### src/logic/sync_consts.svh
// Constants for the automatic serial busy and strobe synchroniser.
`ifndef SYNC_CONSTS_SVH
`define SYNC_CONSTS_SVH
`define CLK_PERIOD_NS     8
`define SCK_HALF_NS       32
`define SCK_HALF_CYC      (`SCK_HALF_NS / `CLK_PERIOD_NS)
`define CPU_DIV_CYC       1
`define GAP_HALVES        3'h5
`define GAP_CPU_OTHER     6'h0E
`define GAP_CPU_WAIT1     6'h12
`define GAP_CPU_MUL       6'h1A
`define GAP_CPU_DIV       6'h28
`define BUSY_RISE_AFTER   2'h2
`define BYTE_BITS         4'h8
`define FIFO_DEPTH        4
`define BYTE_W            8
`endif

### src/logic/sync_pkg.sv
// Types shared by the automatic serial synchroniser.
package sync_pkg;
    typedef enum logic [1:0] {
        CPU_OTHER,
        CPU_WAIT1,
        CPU_MUL,
        CPU_DIV
    } cpu_act_t;
    typedef struct packed {
        logic auto_xfer_on;
        logic clock_source_select;
        logic hold_polarity_select;
        logic hold_check_enable;
        logic byte_end_pulse_enable;
        logic xfer_active_flag;
        logic gap_ctrl_on;
    } ctrl_t;
    typedef struct packed {
        logic out;
        logic oe;
    } pin_drv_t;
    typedef enum {
        ST_IDLE,
        ST_READY,
        ST_SHIFT,
        ST_STROBE,
        ST_GAP,
        ST_WAIT_BUSY
    } xfer_state_t;
endpackage

### src/logic/byte_fifo.sv
// Small synchronous FIFO with valid and ready on both sides.
`timescale 1ns/100ps
`default_nettype none
module byte_fifo #(
    parameter int W = 8,
    parameter int D = 4
) (
    input  wire logic         clk,      // Clock.
    input  wire logic         srst,     // Synchronous reset.
    input  wire logic [W-1:0] in_data,  // Write data.
    input  wire logic         in_valid, // Write request.
    output logic              in_ready, // Space free.
    output logic [W-1:0]      out_data, // Head word.
    output logic              out_valid,// Word held.
    input  wire logic         out_ready // Head taken.
);
    localparam int AW = (D > 1) ? $clog2(D) : 1;
    logic [W-1:0]  mem_r [D];
    logic [AW-1:0] wp_r, wp_nxt, rp_r, rp_nxt;
    logic [AW:0]   cnt_r, cnt_nxt;
    logic          wr, rd;

    assign in_ready  = (cnt_r != (AW+1)'(D));
    assign out_valid = (cnt_r != '0);
    assign out_data  = mem_r[rp_r];
    assign wr        = in_valid && in_ready;
    assign rd        = out_valid && out_ready;

    always_comb begin
        wp_nxt  = wr ? ((wp_r == AW'(D-1)) ? '0 : wp_r + 1'b1) : wp_r;
        rp_nxt  = rd ? ((rp_r == AW'(D-1)) ? '0 : rp_r + 1'b1) : rp_r;
        cnt_nxt = cnt_r + (AW+1)'(wr) - (AW+1)'(rd);
    end

    always_ff @(posedge clk) begin
        if (srst) begin
            wp_r  <= '0;
            rp_r  <= '0;
            cnt_r <= '0;
        end else begin
            wp_r  <= wp_nxt;
            rp_r  <= rp_nxt;
            cnt_r <= cnt_nxt;
        end
        if (wr) begin
            mem_r[wp_r] <= in_data;
        end
    end
endmodule // byte_fifo
`default_nettype wire

### src/logic/auto_serial_busy_strobe_sync.sv
// Busy, strobe and interval control of the automatic serial master.
// Operation
// Sample busy on serial clock falling edges; code samples the stall check at the second rising edge after the byte.
// Busy during a byte never pauses it.
// Busy at second rise after byte stalls.
// Polarity bit: zero high, one low active.
// Busy wait only with internal serial clock.
// Interval control enabled disables busy control.
// Inactive sample starts byte next falling edge.
// Busy release seen within one serial clock.
// Slave holds busy inactive 1.5 clocks.
// Transfer flag clear forces serial output low.
// Busy needs auto enable and check enable.
// Strobe pulse after each finished byte.
// Strobe needs auto enable and strobe enable.
// Strobe disabled: pin acts as port.
// Interrupt flag set after strobe ends.
// Busy and strobe usable together.
// Busy active during byte sets error.
// Slave busy after eighth rise, drops quickly.
// Gap after each byte for buffer access.
// Internal gap: max 2.5 clocks, CPU count.
// External clock source keeps CPU-count gap; code ends the gap at once with the external clock.
`include "sync_consts.svh"
`timescale 1ns/100ps
`default_nettype none
module auto_serial_busy_strobe_sync
    import sync_pkg::*;
#(
    parameter int SCK_HALF = `SCK_HALF_CYC,
    parameter int CPU_DIV  = `CPU_DIV_CYC
) (
    input  wire logic        CLOCK,        // 125 MHz clock.
    input  wire logic        SRST,         // Synchronous reset, high.
    input  wire ctrl_t       CTRL,         // Mode and enable bits.
    input  wire cpu_act_t    CPU_ACT,      // Current CPU activity.
    input  wire logic [7:0]  TX_DATA,      // Byte to send.
    input  wire logic        TX_VALID,     // Byte offered.
    output logic             TX_READY,     // FIFO has room.
    output logic [7:0]       RX_DATA,      // Byte received.
    output logic             RX_VALID,     // Received pulse.
    input  wire logic        SLAVE_HOLD_INPUT_PIN, // Busy from slave.
    input  wire logic        SERIAL_IN_PIN,// Serial data in.
    input  wire logic        SCK_IN,       // External serial clock.
    output logic             SCK_OUT,      // Internal serial clock.
    output logic             SCK_OE,       // Drives serial clock.
    output logic             SERIAL_OUT_PIN, // Serial data out.
    output logic             BYTE_END_PULSE_PIN, // Strobe or port out.
    output logic             BYTE_END_PULSE_OE,  // Strobe pin enable.
    input  wire pin_drv_t    PORT_DRV,     // Port value when strobe off.
    output logic             CHANNEL_ONE_IRQ_SET, // Flag set pulse.
    output logic             ERR_FLAG,     // Bit shift error.
    input  wire logic        ERR_CLR,      // Clears error flag.
    output logic             BYTE_DONE     // Byte finished pulse.
);
    logic [2:0]  pin_in;
    logic [2:0]  s1_r, s2_r, s3_r, lvl_r, lvl_nxt;
    assign pin_in = {SCK_IN, SERIAL_IN_PIN, SLAVE_HOLD_INPUT_PIN};

    genvar g;
    generate
        for (g = 0; g < 3; g++) begin : g_sync
            always_comb begin
                lvl_nxt[g] = (s2_r[g] == s3_r[g]) ? s3_r[g] : lvl_r[g];
            end
            always_ff @(posedge CLOCK) begin
                // The clock pin idles high, so no false edge follows reset.
                if (SRST) begin
                    s1_r[g]  <= (g == 2);
                    s2_r[g]  <= (g == 2);
                    s3_r[g]  <= (g == 2);
                    lvl_r[g] <= (g == 2);
                end else begin
                    s1_r[g]  <= pin_in[g];
                    s2_r[g]  <= s1_r[g];
                    s3_r[g]  <= s2_r[g];
                    lvl_r[g] <= lvl_nxt[g];
                end
            end
        end
    endgenerate

    logic        int_clk, run, busy_act, busy_en, stb_en;
    logic [15:0] div_r, div_nxt, cdiv_r, cdiv_nxt;
    logic        sck_r, sck_nxt, ext_d_r, cpu_en;
    logic        fall_ev, rise_ev;
    logic [5:0]  gap_tgt;

    assign int_clk  = CTRL.clock_source_select;
    assign run      = CTRL.auto_xfer_on && CTRL.xfer_active_flag;
    assign busy_act = lvl_r[0] ^ CTRL.hold_polarity_select;
    assign busy_en  = CTRL.auto_xfer_on && CTRL.hold_check_enable
                      && int_clk && !CTRL.gap_ctrl_on;
    assign stb_en   = CTRL.auto_xfer_on && CTRL.byte_end_pulse_enable;

    always_comb begin
        div_nxt  = div_r + 16'h0001;
        sck_nxt  = sck_r;
        if (!run || !int_clk) begin
            div_nxt = 16'h0000;
            sck_nxt = 1'b1;
        end else if (div_r == 16'(SCK_HALF - 1)) begin
            div_nxt = 16'h0000;
            sck_nxt = !sck_r;
        end
        cdiv_nxt = (cdiv_r == 16'(CPU_DIV - 1)) ? 16'h0000 : cdiv_r + 16'h0001;
    end
    assign cpu_en  = (cdiv_r == 16'(CPU_DIV - 1));
    assign fall_ev = int_clk ? (sck_r && !sck_nxt) : (ext_d_r && !lvl_r[2]);
    assign rise_ev = int_clk ? (!sck_r && sck_nxt) : (!ext_d_r && lvl_r[2]);

    always_ff @(posedge CLOCK) begin
        if (SRST) begin
            div_r   <= 16'h0000;
            cdiv_r  <= 16'h0000;
            sck_r   <= 1'b1;
            ext_d_r <= 1'b1;
        end else begin
            div_r   <= div_nxt;
            cdiv_r  <= cdiv_nxt;
            sck_r   <= sck_nxt;
            ext_d_r <= lvl_r[2];
        end
    end

    always_comb begin
        case (CPU_ACT)
            CPU_MUL:   gap_tgt = `GAP_CPU_MUL;
            sync_pkg::CPU_DIV: gap_tgt = `GAP_CPU_DIV;
            CPU_WAIT1: gap_tgt = `GAP_CPU_WAIT1;
            default:   gap_tgt = `GAP_CPU_OTHER;
        endcase
    end

    xfer_state_t state_r, state_nxt;
    logic [3:0]  bit_r, bit_nxt;
    logic [7:0]  sh_r, sh_nxt, rx_r, rx_nxt;
    logic        so_r, so_nxt, err_r, err_nxt, stb_r, stb_nxt;
    logic        irq_r, irq_nxt, rxv_r, rxv_nxt, hit_r, hit_nxt;
    logic [5:0]  cpu_r, cpu_nxt;
    logic [2:0]  half_r, half_nxt;
    logic [1:0]  rise_r, rise_nxt;
    logic        f_rdy, f_valid, gap_done;
    logic [7:0]  f_data;

    byte_fifo #(.W(`BYTE_W), .D(`FIFO_DEPTH)) u_fifo (
        .clk       (CLOCK),
        .srst      (SRST),
        .in_data   (TX_DATA),
        .in_valid  (TX_VALID),
        .in_ready  (TX_READY),
        .out_data  (f_data),
        .out_valid (f_valid),
        .out_ready (f_rdy)
    );

    assign f_rdy    = (state_r == ST_READY) && fall_ev && run;
    // With an external clock the source itself keeps the CPU-count gap.
    assign gap_done = !int_clk
                      || (half_r >= `GAP_HALVES && cpu_r >= gap_tgt);

    always_comb begin
        state_nxt = state_r;
        bit_nxt   = bit_r;
        sh_nxt    = sh_r;
        rx_nxt    = rx_r;
        so_nxt    = so_r;
        err_nxt   = err_r && !ERR_CLR;
        stb_nxt   = stb_r;
        irq_nxt   = 1'b0;
        rxv_nxt   = 1'b0;
        hit_nxt   = hit_r;
        cpu_nxt   = cpu_r;
        half_nxt  = half_r;
        rise_nxt  = rise_r;
        case (state_r)
            ST_IDLE: begin
                if (run) begin
                    state_nxt = ST_READY;
                end
            end
            ST_READY: begin
                if (f_rdy && f_valid) begin
                    state_nxt = ST_SHIFT;
                    sh_nxt    = {f_data[6:0], 1'b0};
                    so_nxt    = f_data[7];
                    bit_nxt   = 4'h0;
                end
            end
            ST_SHIFT: begin
                if (fall_ev && bit_r != 4'h0) begin
                    so_nxt = sh_r[7];
                    sh_nxt = {sh_r[6:0], 1'b0};
                end
                if (fall_ev && busy_en && busy_act) begin
                    err_nxt = 1'b1;
                end
                if (rise_ev) begin
                    rx_nxt  = {rx_r[6:0], lvl_r[1]};
                    bit_nxt = bit_r + 4'h1;
                    if (bit_r == `BYTE_BITS - 4'h1) begin
                        rxv_nxt   = 1'b1;
                        hit_nxt   = 1'b0;
                        cpu_nxt   = 6'h00;
                        half_nxt  = 3'h0;
                        rise_nxt  = 2'h0;
                        stb_nxt   = stb_en;
                        irq_nxt   = !stb_en;
                        state_nxt = stb_en ? ST_STROBE : ST_GAP;
                    end
                end
            end
            ST_STROBE: begin
                if (fall_ev) begin
                    stb_nxt   = 1'b0;
                    irq_nxt   = 1'b1;
                    half_nxt  = 3'h1;
                    state_nxt = ST_GAP;
                end
            end
            ST_GAP: begin
                if (cpu_en && cpu_r != 6'h3F) begin
                    cpu_nxt = cpu_r + 6'h01;
                end
                if ((fall_ev || rise_ev) && half_r != 3'h7) begin
                    half_nxt = half_r + 3'h1;
                end
                if (rise_ev && rise_r != 2'h3) begin
                    rise_nxt = rise_r + 2'h1;
                    if (rise_r + 2'h1 == `BUSY_RISE_AFTER) begin
                        hit_nxt = busy_en && busy_act;
                    end
                end
                if (gap_done && (rise_r >= `BUSY_RISE_AFTER || !busy_en)) begin
                    state_nxt = hit_r ? ST_WAIT_BUSY : ST_READY;
                end
            end
            ST_WAIT_BUSY: begin
                // A release is caught at the next falling edge at most.
                if (fall_ev && (!busy_act || !busy_en)) begin
                    state_nxt = ST_READY;
                end
            end
            default: begin
                state_nxt = ST_IDLE;
            end
        endcase
        if (!run) begin
            state_nxt = ST_IDLE;
            so_nxt    = 1'b0;
            stb_nxt   = 1'b0;
        end
        if (ERR_CLR && err_nxt && !err_r) begin
            err_nxt = 1'b1;
        end
    end

    always_ff @(posedge CLOCK) begin
        if (SRST) begin
            state_r <= ST_IDLE;
            bit_r   <= 4'h0;
            sh_r    <= 8'h00;
            rx_r    <= 8'h00;
            so_r    <= 1'b0;
            err_r   <= 1'b0;
            stb_r   <= 1'b0;
            irq_r   <= 1'b0;
            rxv_r   <= 1'b0;
            hit_r   <= 1'b0;
            cpu_r   <= 6'h00;
            half_r  <= 3'h0;
            rise_r  <= 2'h0;
        end else begin
            state_r <= state_nxt;
            bit_r   <= bit_nxt;
            sh_r    <= sh_nxt;
            rx_r    <= rx_nxt;
            so_r    <= so_nxt;
            err_r   <= err_nxt;
            stb_r   <= stb_nxt;
            irq_r   <= irq_nxt;
            rxv_r   <= rxv_nxt;
            hit_r   <= hit_nxt;
            cpu_r   <= cpu_nxt;
            half_r  <= half_nxt;
            rise_r  <= rise_nxt;
        end
    end

    // The pin clock only toggles inside a byte; the phase keeps running.
    assign SCK_OUT             = sck_r || (state_r != ST_SHIFT);
    assign SCK_OE              = int_clk && run;
    assign SERIAL_OUT_PIN      = so_r;
    assign BYTE_END_PULSE_PIN  = stb_en ? stb_r : PORT_DRV.out;
    assign BYTE_END_PULSE_OE   = stb_en ? 1'b1 : PORT_DRV.oe;
    assign CHANNEL_ONE_IRQ_SET = irq_r;
    assign ERR_FLAG            = err_r;
    assign RX_DATA             = rx_r;
    assign RX_VALID            = rxv_r;
    assign BYTE_DONE           = rxv_r;

    chk_so_low_idle: assert property (@(posedge CLOCK) disable iff (SRST)
        !$past(run) |-> !SERIAL_OUT_PIN) else $error("so not low");
    chk_wait_no_start: assert property (@(posedge CLOCK) disable iff (SRST)
        state_r == ST_WAIT_BUSY && busy_en && busy_act && fall_ev
        |=> state_r != ST_READY) else $error("busy ignored");
    chk_wait_release: assert property (@(posedge CLOCK) disable iff (SRST)
        state_r == ST_WAIT_BUSY && run && fall_ev && !busy_act
        |=> state_r == ST_READY) else $error("no release");
    chk_busy_gate: assert property (@(posedge CLOCK) disable iff (SRST)
        (!int_clk || CTRL.gap_ctrl_on || !CTRL.hold_check_enable)
        |-> !busy_en) else $error("busy gate");
    chk_err_set: assert property (@(posedge CLOCK) disable iff (SRST)
        state_r == ST_SHIFT && run && fall_ev && busy_en && busy_act
        |=> ERR_FLAG) else $error("err missing");
    chk_shift_continues: assert property (@(posedge CLOCK) disable iff (SRST)
        state_r == ST_SHIFT && run && !rise_ev
        |=> state_r == ST_SHIFT) else $error("byte paused");
    chk_irq_after_stb: assert property (@(posedge CLOCK) disable iff (SRST)
        irq_r && stb_en |-> $past(stb_r)) else $error("irq early");
    chk_strobe_pulse: assert property (@(posedge CLOCK) disable iff (SRST)
        $rose(rxv_r) && stb_en && $past(run) |-> stb_r)
        else $error("no strobe");
    chk_port_mode: assert property (@(posedge CLOCK) disable iff (SRST)
        !stb_en |-> BYTE_END_PULSE_PIN == PORT_DRV.out)
        else $error("port lost");
endmodule // auto_serial_busy_strobe_sync
`default_nettype wire

### config.mk
export PLATFORM = sky130hd
export DESIGN_NAME = auto_serial_busy_strobe_sync
export DESIGN_NICKNAME = d
export VERILOG_FILES = /design/src/logic/sync_pkg.sv /design/src/logic/byte_fifo.sv /design/src/logic/auto_serial_busy_strobe_sync.sv
export VERILOG_INCLUDE_DIRS = /design/src /design/src/logic
export SDC_FILE = /design/constraint.sdc
export NUM_CORES = 1
export LEC_CHECK = 0
export ABC_CLOCK_PERIOD_IN_PS = 2600
export BUFFER_PORTS_ARGS = -buffer_cell sky130_fd_sc_hd__buf_2
export CAP_MARGIN = 25
export CORE_MARGIN = 4
export CORE_UTILIZATION = 30
export CTS_BUF_LIST = sky130_fd_sc_hd__clkbuf_2
export DETAILED_ROUTE_END_ITERATION = 8
export REMOVE_ABC_BUFFERS = 1
export SYNTH_ARGS = -nofsm -noshare
export SYNTH_HDL_FRONTEND = slang
export SYNTH_SLANG_ARGS = --single-unit
### constraint.sdc
create_clock -name CLOCK -period 2.6 [get_ports CLOCK]
set_input_delay 0.39 -clock CLOCK [delete_from_list [all_inputs] [get_ports CLOCK]]
set_output_delay 0.39 -clock CLOCK [all_outputs]
set_load 0.005 [all_outputs]
==> results.sh, run 1 <==
export IMPL_max_freq_ghz=0.416
export IMPL_cts_sinks=126
export IMPL_grt_pass1_wl_mm=20.5
export IMPL_period_needed_ns=2.40
export IMPL_p_sw_share_pct=27.2
export IMPL_cp_num_cells=9
export IMPL_drcViolationCount=0
export IMPL_critPathTopFamily="adder cells"
export IMPL_slowest_stage="fa_1"
export IMPL_finalSetupTns_ns=0
export IMPL_drive_gt1_share_pct=17.5
export IMPL_startpoint_type="flip-flop"
export IMPL_final_antenna_net_count=0
export IMPL_netlist_area_um2=5820
export IMPL_critPathMaxStageDelay_ns=0.41
export IMPL_synth_top_area_share_pct=32.3
export IMPL_yosysWarnings=0
export IMPL_rows=50
export IMPL_wirelength_mm=12.0
export IMPL_port_buffers=43
export IMPL_grt_setup_unrepaired="no"
export IMPL_ys_ff_latch=126
export IMPL_core_area_um2=18900
export IMPL_synth_top_cell_by_area="dfxtp_1"
export IMPL_viasPerCell=4.56
export IMPL_p_sw_mw=0.992
export IMPL_cp_max_fo=5
export IMPL_cts_htree_levels=4
export IMPL_top_level_ports=44
export IMPL_status="completed"
export IMPL_critPathArrivalTime_ns=2.98
export IMPL_worstMarginPinSlew_ns=0.591
export IMPL_nFillCells=1932
export IMPL_worst_hold_path_type="input port to flip-flop"
export IMPL_syn_inst=594
export IMPL_cts_clk_slew_worst_paths_ns=0.20
export IMPL_synthTopCellsByArea="dfxtp_1 (32%), edfxtp_1 (16%), ha_1 (5.6%)"
export IMPL_power_total_mw=3.65
export IMPL_r2r_slack_ns=0.20
export IMPL_num_vias=4257
export IMPL_place_inst=889
export IMPL_cts_tree="yes"
export IMPL_cp_startpoint="div_r[1]$_SDFF_PP0_"
export IMPL_final_core_utilization_pct=35.6
export IMPL_avgRoutedWirePerCell_um=12.9
export IMPL_cts_buffer_depth=2
export IMPL_power_density_nw_per_um2=542
export IMPL_fin_nets=714
export IMPL_dpl_hpwl_mm=8.54
export IMPL_die_height_um=147
export IMPL_synth_top_flop_cell="dfxtp_1"
export IMPL_synth_edff_count=32
export IMPL_p_seq_share_pct=57.9
export IMPL_die_area_um2=21700
export IMPL_finalHoldViolations=0
export IMPL_path_class="flip-flop to flip-flop"
export IMPL_rr_endpoint="u_fifo.cnt_r[1]$_SDFF_PP0_"
export IMPL_globalplace_congestion=0.799
export IMPL_drv_cap=0
export IMPL_avgSynthCellArea_um2=9.81
export IMPL_drt_iter0_markers=285
export IMPL_async_flop_share_pct=0
export IMPL_crit_buf_inv=0
export IMPL_crit_top_cell="ha_1"
export IMPL_die_x_um=147
export IMPL_path_cells="ha_1 -> nor4b_4 -> nand4_4 -> o21ai_4 -> o211ai_1 -> o21ai_1 -> ha_1 -> fa_1 -> nor2b_1"
export IMPL_clock_root_buffer="clkbuf_2"
export IMPL_hp_start="SRST"
export IMPL_overflow=0
export IMPL_irDropWorstVdd_uv=394
export IMPL_r2r_start="div_r[1]$_SDFF_PP0_"
export IMPL_clk_latency_ns=0.69
export IMPL_internal_power_mw=2.65
export IMPL_start_util_pct=30.8
export IMPL_drv_slew=0
export IMPL_p_clk_share_pct=34.3
export IMPL_slew_headroom_pct=60.6
export IMPL_seq_area_frac_synth_pct=48.8
export IMPL_worstSetupEndpoint="u_fifo.cnt_r[1]$_SDFF_PP0_"
export IMPL_n_antenna_cell=0
export IMPL_end_kind="flip-flop"
export IMPL_rr_worst_depth=9
export IMPL_synth_distinct_cells=61
export IMPL_finalClockSkew_ns=0.0216
export IMPL_grt_max_degree=28
export IMPL_grt_pass1_vias=4127
export IMPL_hold_ws_ns=0.0815
export IMPL_antenna_found_initial=0
export IMPL_area_growth_pct=15.6
export IMPL_numCtsBuffers=17
export IMPL_p_leak_nw=2.54
export IMPL_grt_use_total_pct=11.7
export IMPL_post_route_period_util_pct=92.4
export IMPL_finalSetupViolCount=0
export IMPL_cp_required_ns=3.18
export IMPL_power_frac_comb_pct=7.7
export IMPL_seqCellArea_um2=2840
export IMPL_drtPass1Iterations=5
export IMPL_multi_input_area_um2=2820
export IMPL_final_cells=934
[power groups by stage]
stage	clock (mW)	combinational, mW	sequential, mW
2_1_floorplan	0	0.166	2.14
3_3_place_gp	0	0.266	2.15
3_5_place_dp	0	0.269	2.15
4_1_cts	1.31	0.285	2.11
5_1_grt	1.40	0.322	2.12
6_report	1.25	0.281	2.11
[routing by layer]
layer | share of wire [%] | global-route usage [%] | vias up
met2 | 44 | 17.7 | 69
met4 | 1.9 | 4.19 | 0
met5 | 0 | 0 | -
met3 | 4.4 | 3.49 | 14
li1 | - | - | 2210
met1 | 50 | 15.9 | 1964
[state kept, by name, indices dropped and copies added, names as in the netlist, 3 cells and up, named ones only]
register / flops
half_r: 3
u_fifo.mem_r: 32
lvl_r: 3
cpu_r: 6
u_fifo.cnt_r: 3
s2_r: 3
sh_r: 7
bit_r: 4
RX_DATA: 8
s1_r: 3
s3_r: 3
state_r: 3
cdiv_r: 16
div_r: 16
[synthesized netlist by cell type (4+ instances only)]
master	n
a21oi_1	38
and3_1	12
clkbuf_1	13
dfxtp_1	94
edfxtp_1	32
ha_1	26
inv_1	24
mux2i_1	10
mux4_2	8
nand2_1	76
nand2b_1	10
nand3_1	17
nand3b_1	4
nand4_1	5
nor2_1	69
nor2b_1	13
nor3_1	14
o21ai_0	22
or2_2	8
or3_1	8
xnor2_1	15
xor2_1	17
[through the flow]
stage | cell area, um^2 | setup slack (ns)
after floorplan | 5750 | 0.198
after global placement | 6360 | 0.234
after CTS | 6720 | 0.100
final | 6730 | 0.197
after detailed placement | 6360 | 0.145
after global routing | 6730 | 0.0126
[logic make-up after synthesis]
kind of cell    after synthesis  synth area share (%)
compound gates               90                  9.86
xor+xnor                     32                  4.81
fa+ha+maj                    27                  5.93
buf+inv                      41                  2.86
flops                       126                  48.8
mux                          19                  5.01
simple gates                259                  22.7
[worst min path at each step]
| stage | slack [ns] | to | cells past startpoint |
|---|---|---|---|
| final | 0.08 | half_r[0]$_SDFFE_PP0P_ | 2 |
| after CTS | 0.01 | u_fifo.wp_r[1]$_SDFFE_PP0P_ | 4 |
| after global placement | 0.39 | s2_r[2]$_SDFF_PP1_ | 1 |
| after detailed placement | 0.41 | s2_r[2]$_SDFF_PP1_ | 1 |
| after floorplan | 0.39 | s2_r[2]$_SDFF_PP1_ | 1 |
| after global routing | 0.02 | half_r[0]$_SDFFE_PP0P_ | 2 |
[placed cells by master, fill, tap and decap left out, drive strengths merged, types with 4 or more instances in the layout]
cell type    netlist  final
o31a               4      4
ha                26     26
buf                4     53
or2                8      8
nand3             17     17
and3              14     14
a21oi             38     38
clkbuf            13     17
xnor2             15     15
or3                8      8
mux4               8      8
clkinv             0      5
nor2              70     70
dlygate4sd3        0     12
inv               24     29
mux2i             10     10
xor2              17     17
nand4              6      6
dfxtp             94     94
o21ai             26     26
nor4               5      5
nand3b             4      4
nand2b            10     10
nor3              15     15
nor2b             13     13
nand2             77     77
edfxtp            32     32
[repair_timing]
item                                   CTS  global route
setup endpoints to repair                0             2
resized for setup                        0             2
endpoints found under the hold margin   36             0
setup buffers                            0             1
hold buffers                            12             0
[cell type report]
class / count / area share (%)
clock buffer: 17 / 1.26
multi-input combinational: 427 / 41.8
tap: 260 / 4.83
sequential: 126 / 42.3
inverter: 24 / 1.34
clock inverter: 15 / 2.38
timing repair buffer: 65 / 6.10
Power figures use the tool's default switching activity.
==> inputs of run 2 (changes only) <==
ABC_AREA = 1   (was unset)
==> results.sh, run 2 <==
export IMPL_max_freq_ghz=0.416
export IMPL_globalplace_congestion=0.837
export IMPL_worstMarginPinSlew_ns=0.574
export IMPL_cp_max_fo=13
export IMPL_core_area_um2=19500
export IMPL_synth_compound_area_share_pct=10.7
export IMPL_wirelength_mm=12.8
export IMPL_port_buffers=43
export IMPL_grt_use_met3_pct=3.46
export IMPL_irDropWorstVdd_uv=196
export IMPL_num_vias=4871
export IMPL_avgSynthCellArea_um2=8.27
export IMPL_finalSetupViolCount=0
export IMPL_finalHoldViolations=0
export IMPL_async_flop_share_pct=0
export IMPL_synth_top_cell_by_area="dfxtp_1"
export IMPL_synth_mux_area_share_pct=0.188
export IMPL_p_leak_nw=2.81
export IMPL_grt_util_met2_pct=19.6
export IMPL_die_x_um=149
export IMPL_cts_sinks=126
export IMPL_syn_inst=724
export IMPL_overflow=0
export IMPL_numCtsBuffers=17
export IMPL_slowest_stage="dfxtp_4"
export IMPL_synthTopCellsByArea="dfxtp_1 (31%), edfxtp_1 (16%), nand2_1 (8.0%)"
export IMPL_synth_common_cells="nand2_1 (128), dfxtp_1 (94), inv_1 (83), nor2_1 (82), a21oi_1 (67)"
export IMPL_yosysMostFrequentCell="nand2_1"
export IMPL_end_kind="output port"
export IMPL_final_antenna_net_count=0
export IMPL_final_core_utilization_pct=36.2
export IMPL_die_height_um=149
export IMPL_synth_top_family_by_area="simple AND/OR/NAND/NOR gates"
export IMPL_clock_root_buffer="clkbuf_2"
export IMPL_worst_hold_path_type="input port to flip-flop"
export IMPL_cts_htree_levels=4
export IMPL_synth_distinct_cells=50
export IMPL_largest_reg_flops=32
export IMPL_yosysWarnings=0
export IMPL_clk_latency_ns=0.70
export IMPL_final_cell_mix="nand2_1 (128), dfxtp_1 (93), inv_1 (83), nor2_1 (81), a21oi_1 (67)"
export IMPL_period_needed_ns=2.41
export IMPL_startpoint_type="flip-flop"
export IMPL_status="completed"
export IMPL_post_route_period_util_pct=92.5
export IMPL_critPathArrivalTime_ns=2.02
export IMPL_viasPerCell=4.50
export IMPL_rows=51
export IMPL_cp_required_ns=2.21
export IMPL_finalClockSkew_ns=0.0263
export IMPL_hold_ws_ns=0.134
export IMPL_dpl_hpwl_mm=9.14
export IMPL_final_common_cell="nand2_1"
export IMPL_drt_iter0_markers=350
export IMPL_cts_buffer_depth=2
export IMPL_drv_cap=0
export IMPL_synth_top_flop_cell="dfxtp_1"
export IMPL_n_antenna_cell=0
export IMPL_drv_slew=0
export IMPL_crit_top_cell="inv_2"
export IMPL_cts_clk_slew_worst_paths_ns=0.21
export IMPL_avgRoutedWirePerCell_um=11.9
export IMPL_drcViolationCount=0
export IMPL_start_util_pct=30.7
export IMPL_area_growth_pct=18.1
export IMPL_setup_ws_ns=0.194
export IMPL_cts_tree="yes"
export IMPL_slew_headroom_pct=61.6
export IMPL_final_cells=1082
export IMPL_grt_use_total_pct=12.1
export IMPL_grt_setup_unrepaired="no"
export IMPL_regMostFlops="u_fifo.mem_r"
export IMPL_synth_xor_area_share_pct=1.76
export IMPL_netlist_area_um2=5990
export IMPL_synth_top_area_share_pct=31.4
export IMPL_drive_gt1_share_pct=16.8
export IMPL_drtPass1Iterations=4
export IMPL_reg_top3="u_fifo.mem_r x32, cdiv_r x16, div_r x16"
export IMPL_ys_ff_latch=126
export IMPL_nFillCells=2054
export IMPL_finalSetupTns_ns=0
export IMPL_place_ws_ns=0.257
export IMPL_fin_nets=857
export IMPL_place_inst=1033
export IMPL_synthAdderAreaFrac_pct=5.77
export IMPL_grt_max_degree=39
export IMPL_power_density_nw_per_um2=576
export IMPL_seq_area_frac_synth_pct=47.5
export IMPL_die_area_um2=22300
export IMPL_grt_pass1_wl_mm=21.6
export IMPL_critPathMaxStageDelay_ns=0.40
export IMPL_synth_edff_count=32
export IMPL_top_level_ports=44
export IMPL_path_cells="inv_2 -> nor2_2 -> inv_2 -> nor2_8 -> inv_6 -> or2_2 -> buf_2"
export IMPL_top_usage_layer="met2"
export IMPL_antenna_found_initial=0
export IMPL_synthSimpleGateAreaFrac_pct=26.8
export IMPL_grtUsageMet1_pct=15.5
export IMPL_grt_pass1_vias=4505
export IMPL_path_class="flip-flop to output port"
run 2: worst max-delay path: cells and delay by family (launching register included):
kind,cells,cell delay (ns)
buf+inv,4,0.36
simple gates,3,0.55
flops,1,0.40
run 2: report_power, final:
| group | internal (mW) | total [mW] | leakage (nW) | switching, mW |
|---|---|---|---|---|
| Clock | 0.843 | 1.65 | 0.191 | 0.805 |
| Sequential | 2.08 | 2.11 | 1.05 | 0.0284 |
| Combinational | 0.122 | 0.314 | 1.57 | 0.192 |
run 2: area by class of cell:
| type | instances | area [um^2] | share of cell area, % |
|---|---|---|---|
| flip-flops and latches | 126 | 2850 | 40.3 |
| multi-input cells | 493 | 2710 | 38.3 |
| repair buffers | 75 | 493 | 6.97 |
| inverters | 91 | 349 | 4.94 |
| well taps | 265 | 332 | 4.69 |
| clock inverters | 15 | 255 | 3.61 |
| clock buffers | 17 | 85.1 | 1.20 |
run 2: cell families (layout without fill, tap and decap cells):
logic type,count (synthesis),count (layout)
flip-flops,126,126
AND/OR/NAND/NOR,338,338
buffers and inverters,105,198
AO/OA/AOI/OAI,115,115
XOR/XNOR,12,12
multiplexers,1,1
adder cells (fa/ha/maj),27,27
run 2: final timing paths:
path / slack (ns) / to / start / depth (start not counted)
max: 0.19 / SCK_OUT / state_r[1]$_SDFFE_PP0P_ / 7
min: 0.13 / hit_r$_SDFFE_PP0P_ / CTRL[0] / 6
max reg2reg: 0.21 / u_fifo.cnt_r[2]$_SDFF_PP0_ / div_r[0]$_SDFF_PP0_ / 15
min reg2reg: 0.41 / s2_r[1]$_SDFF_PP0_ / s1_r[1]$_SDFF_PP0_ / 2
run 2: stage by stage:
stage | cell area (um^2) | power [mW]
floorplan | 5900 | 2.33
global placement | 6560 | 2.45
detailed placement | 6560 | 2.45
CTS | 7070 | 4.14
global route | 7070 | 4.28
finish | 7070 | 4.07
run 2: timing repair:
action                     4_1_cts  5_1_grt
setup endpoints to repair        1        1
buffers inserted                 2        0
hold buffers                    15        0
pin swaps                        1        0
resized for setup                2        2
hold endpoints to repair        44        0
run 2: routing by layer:
metal / part of all wire [%] / wire, um
met3: 3.3 / 418
met5: 0 / 0
met4: 1.2 / 148
met1: 47 / 6050
met2: 48 / 6220
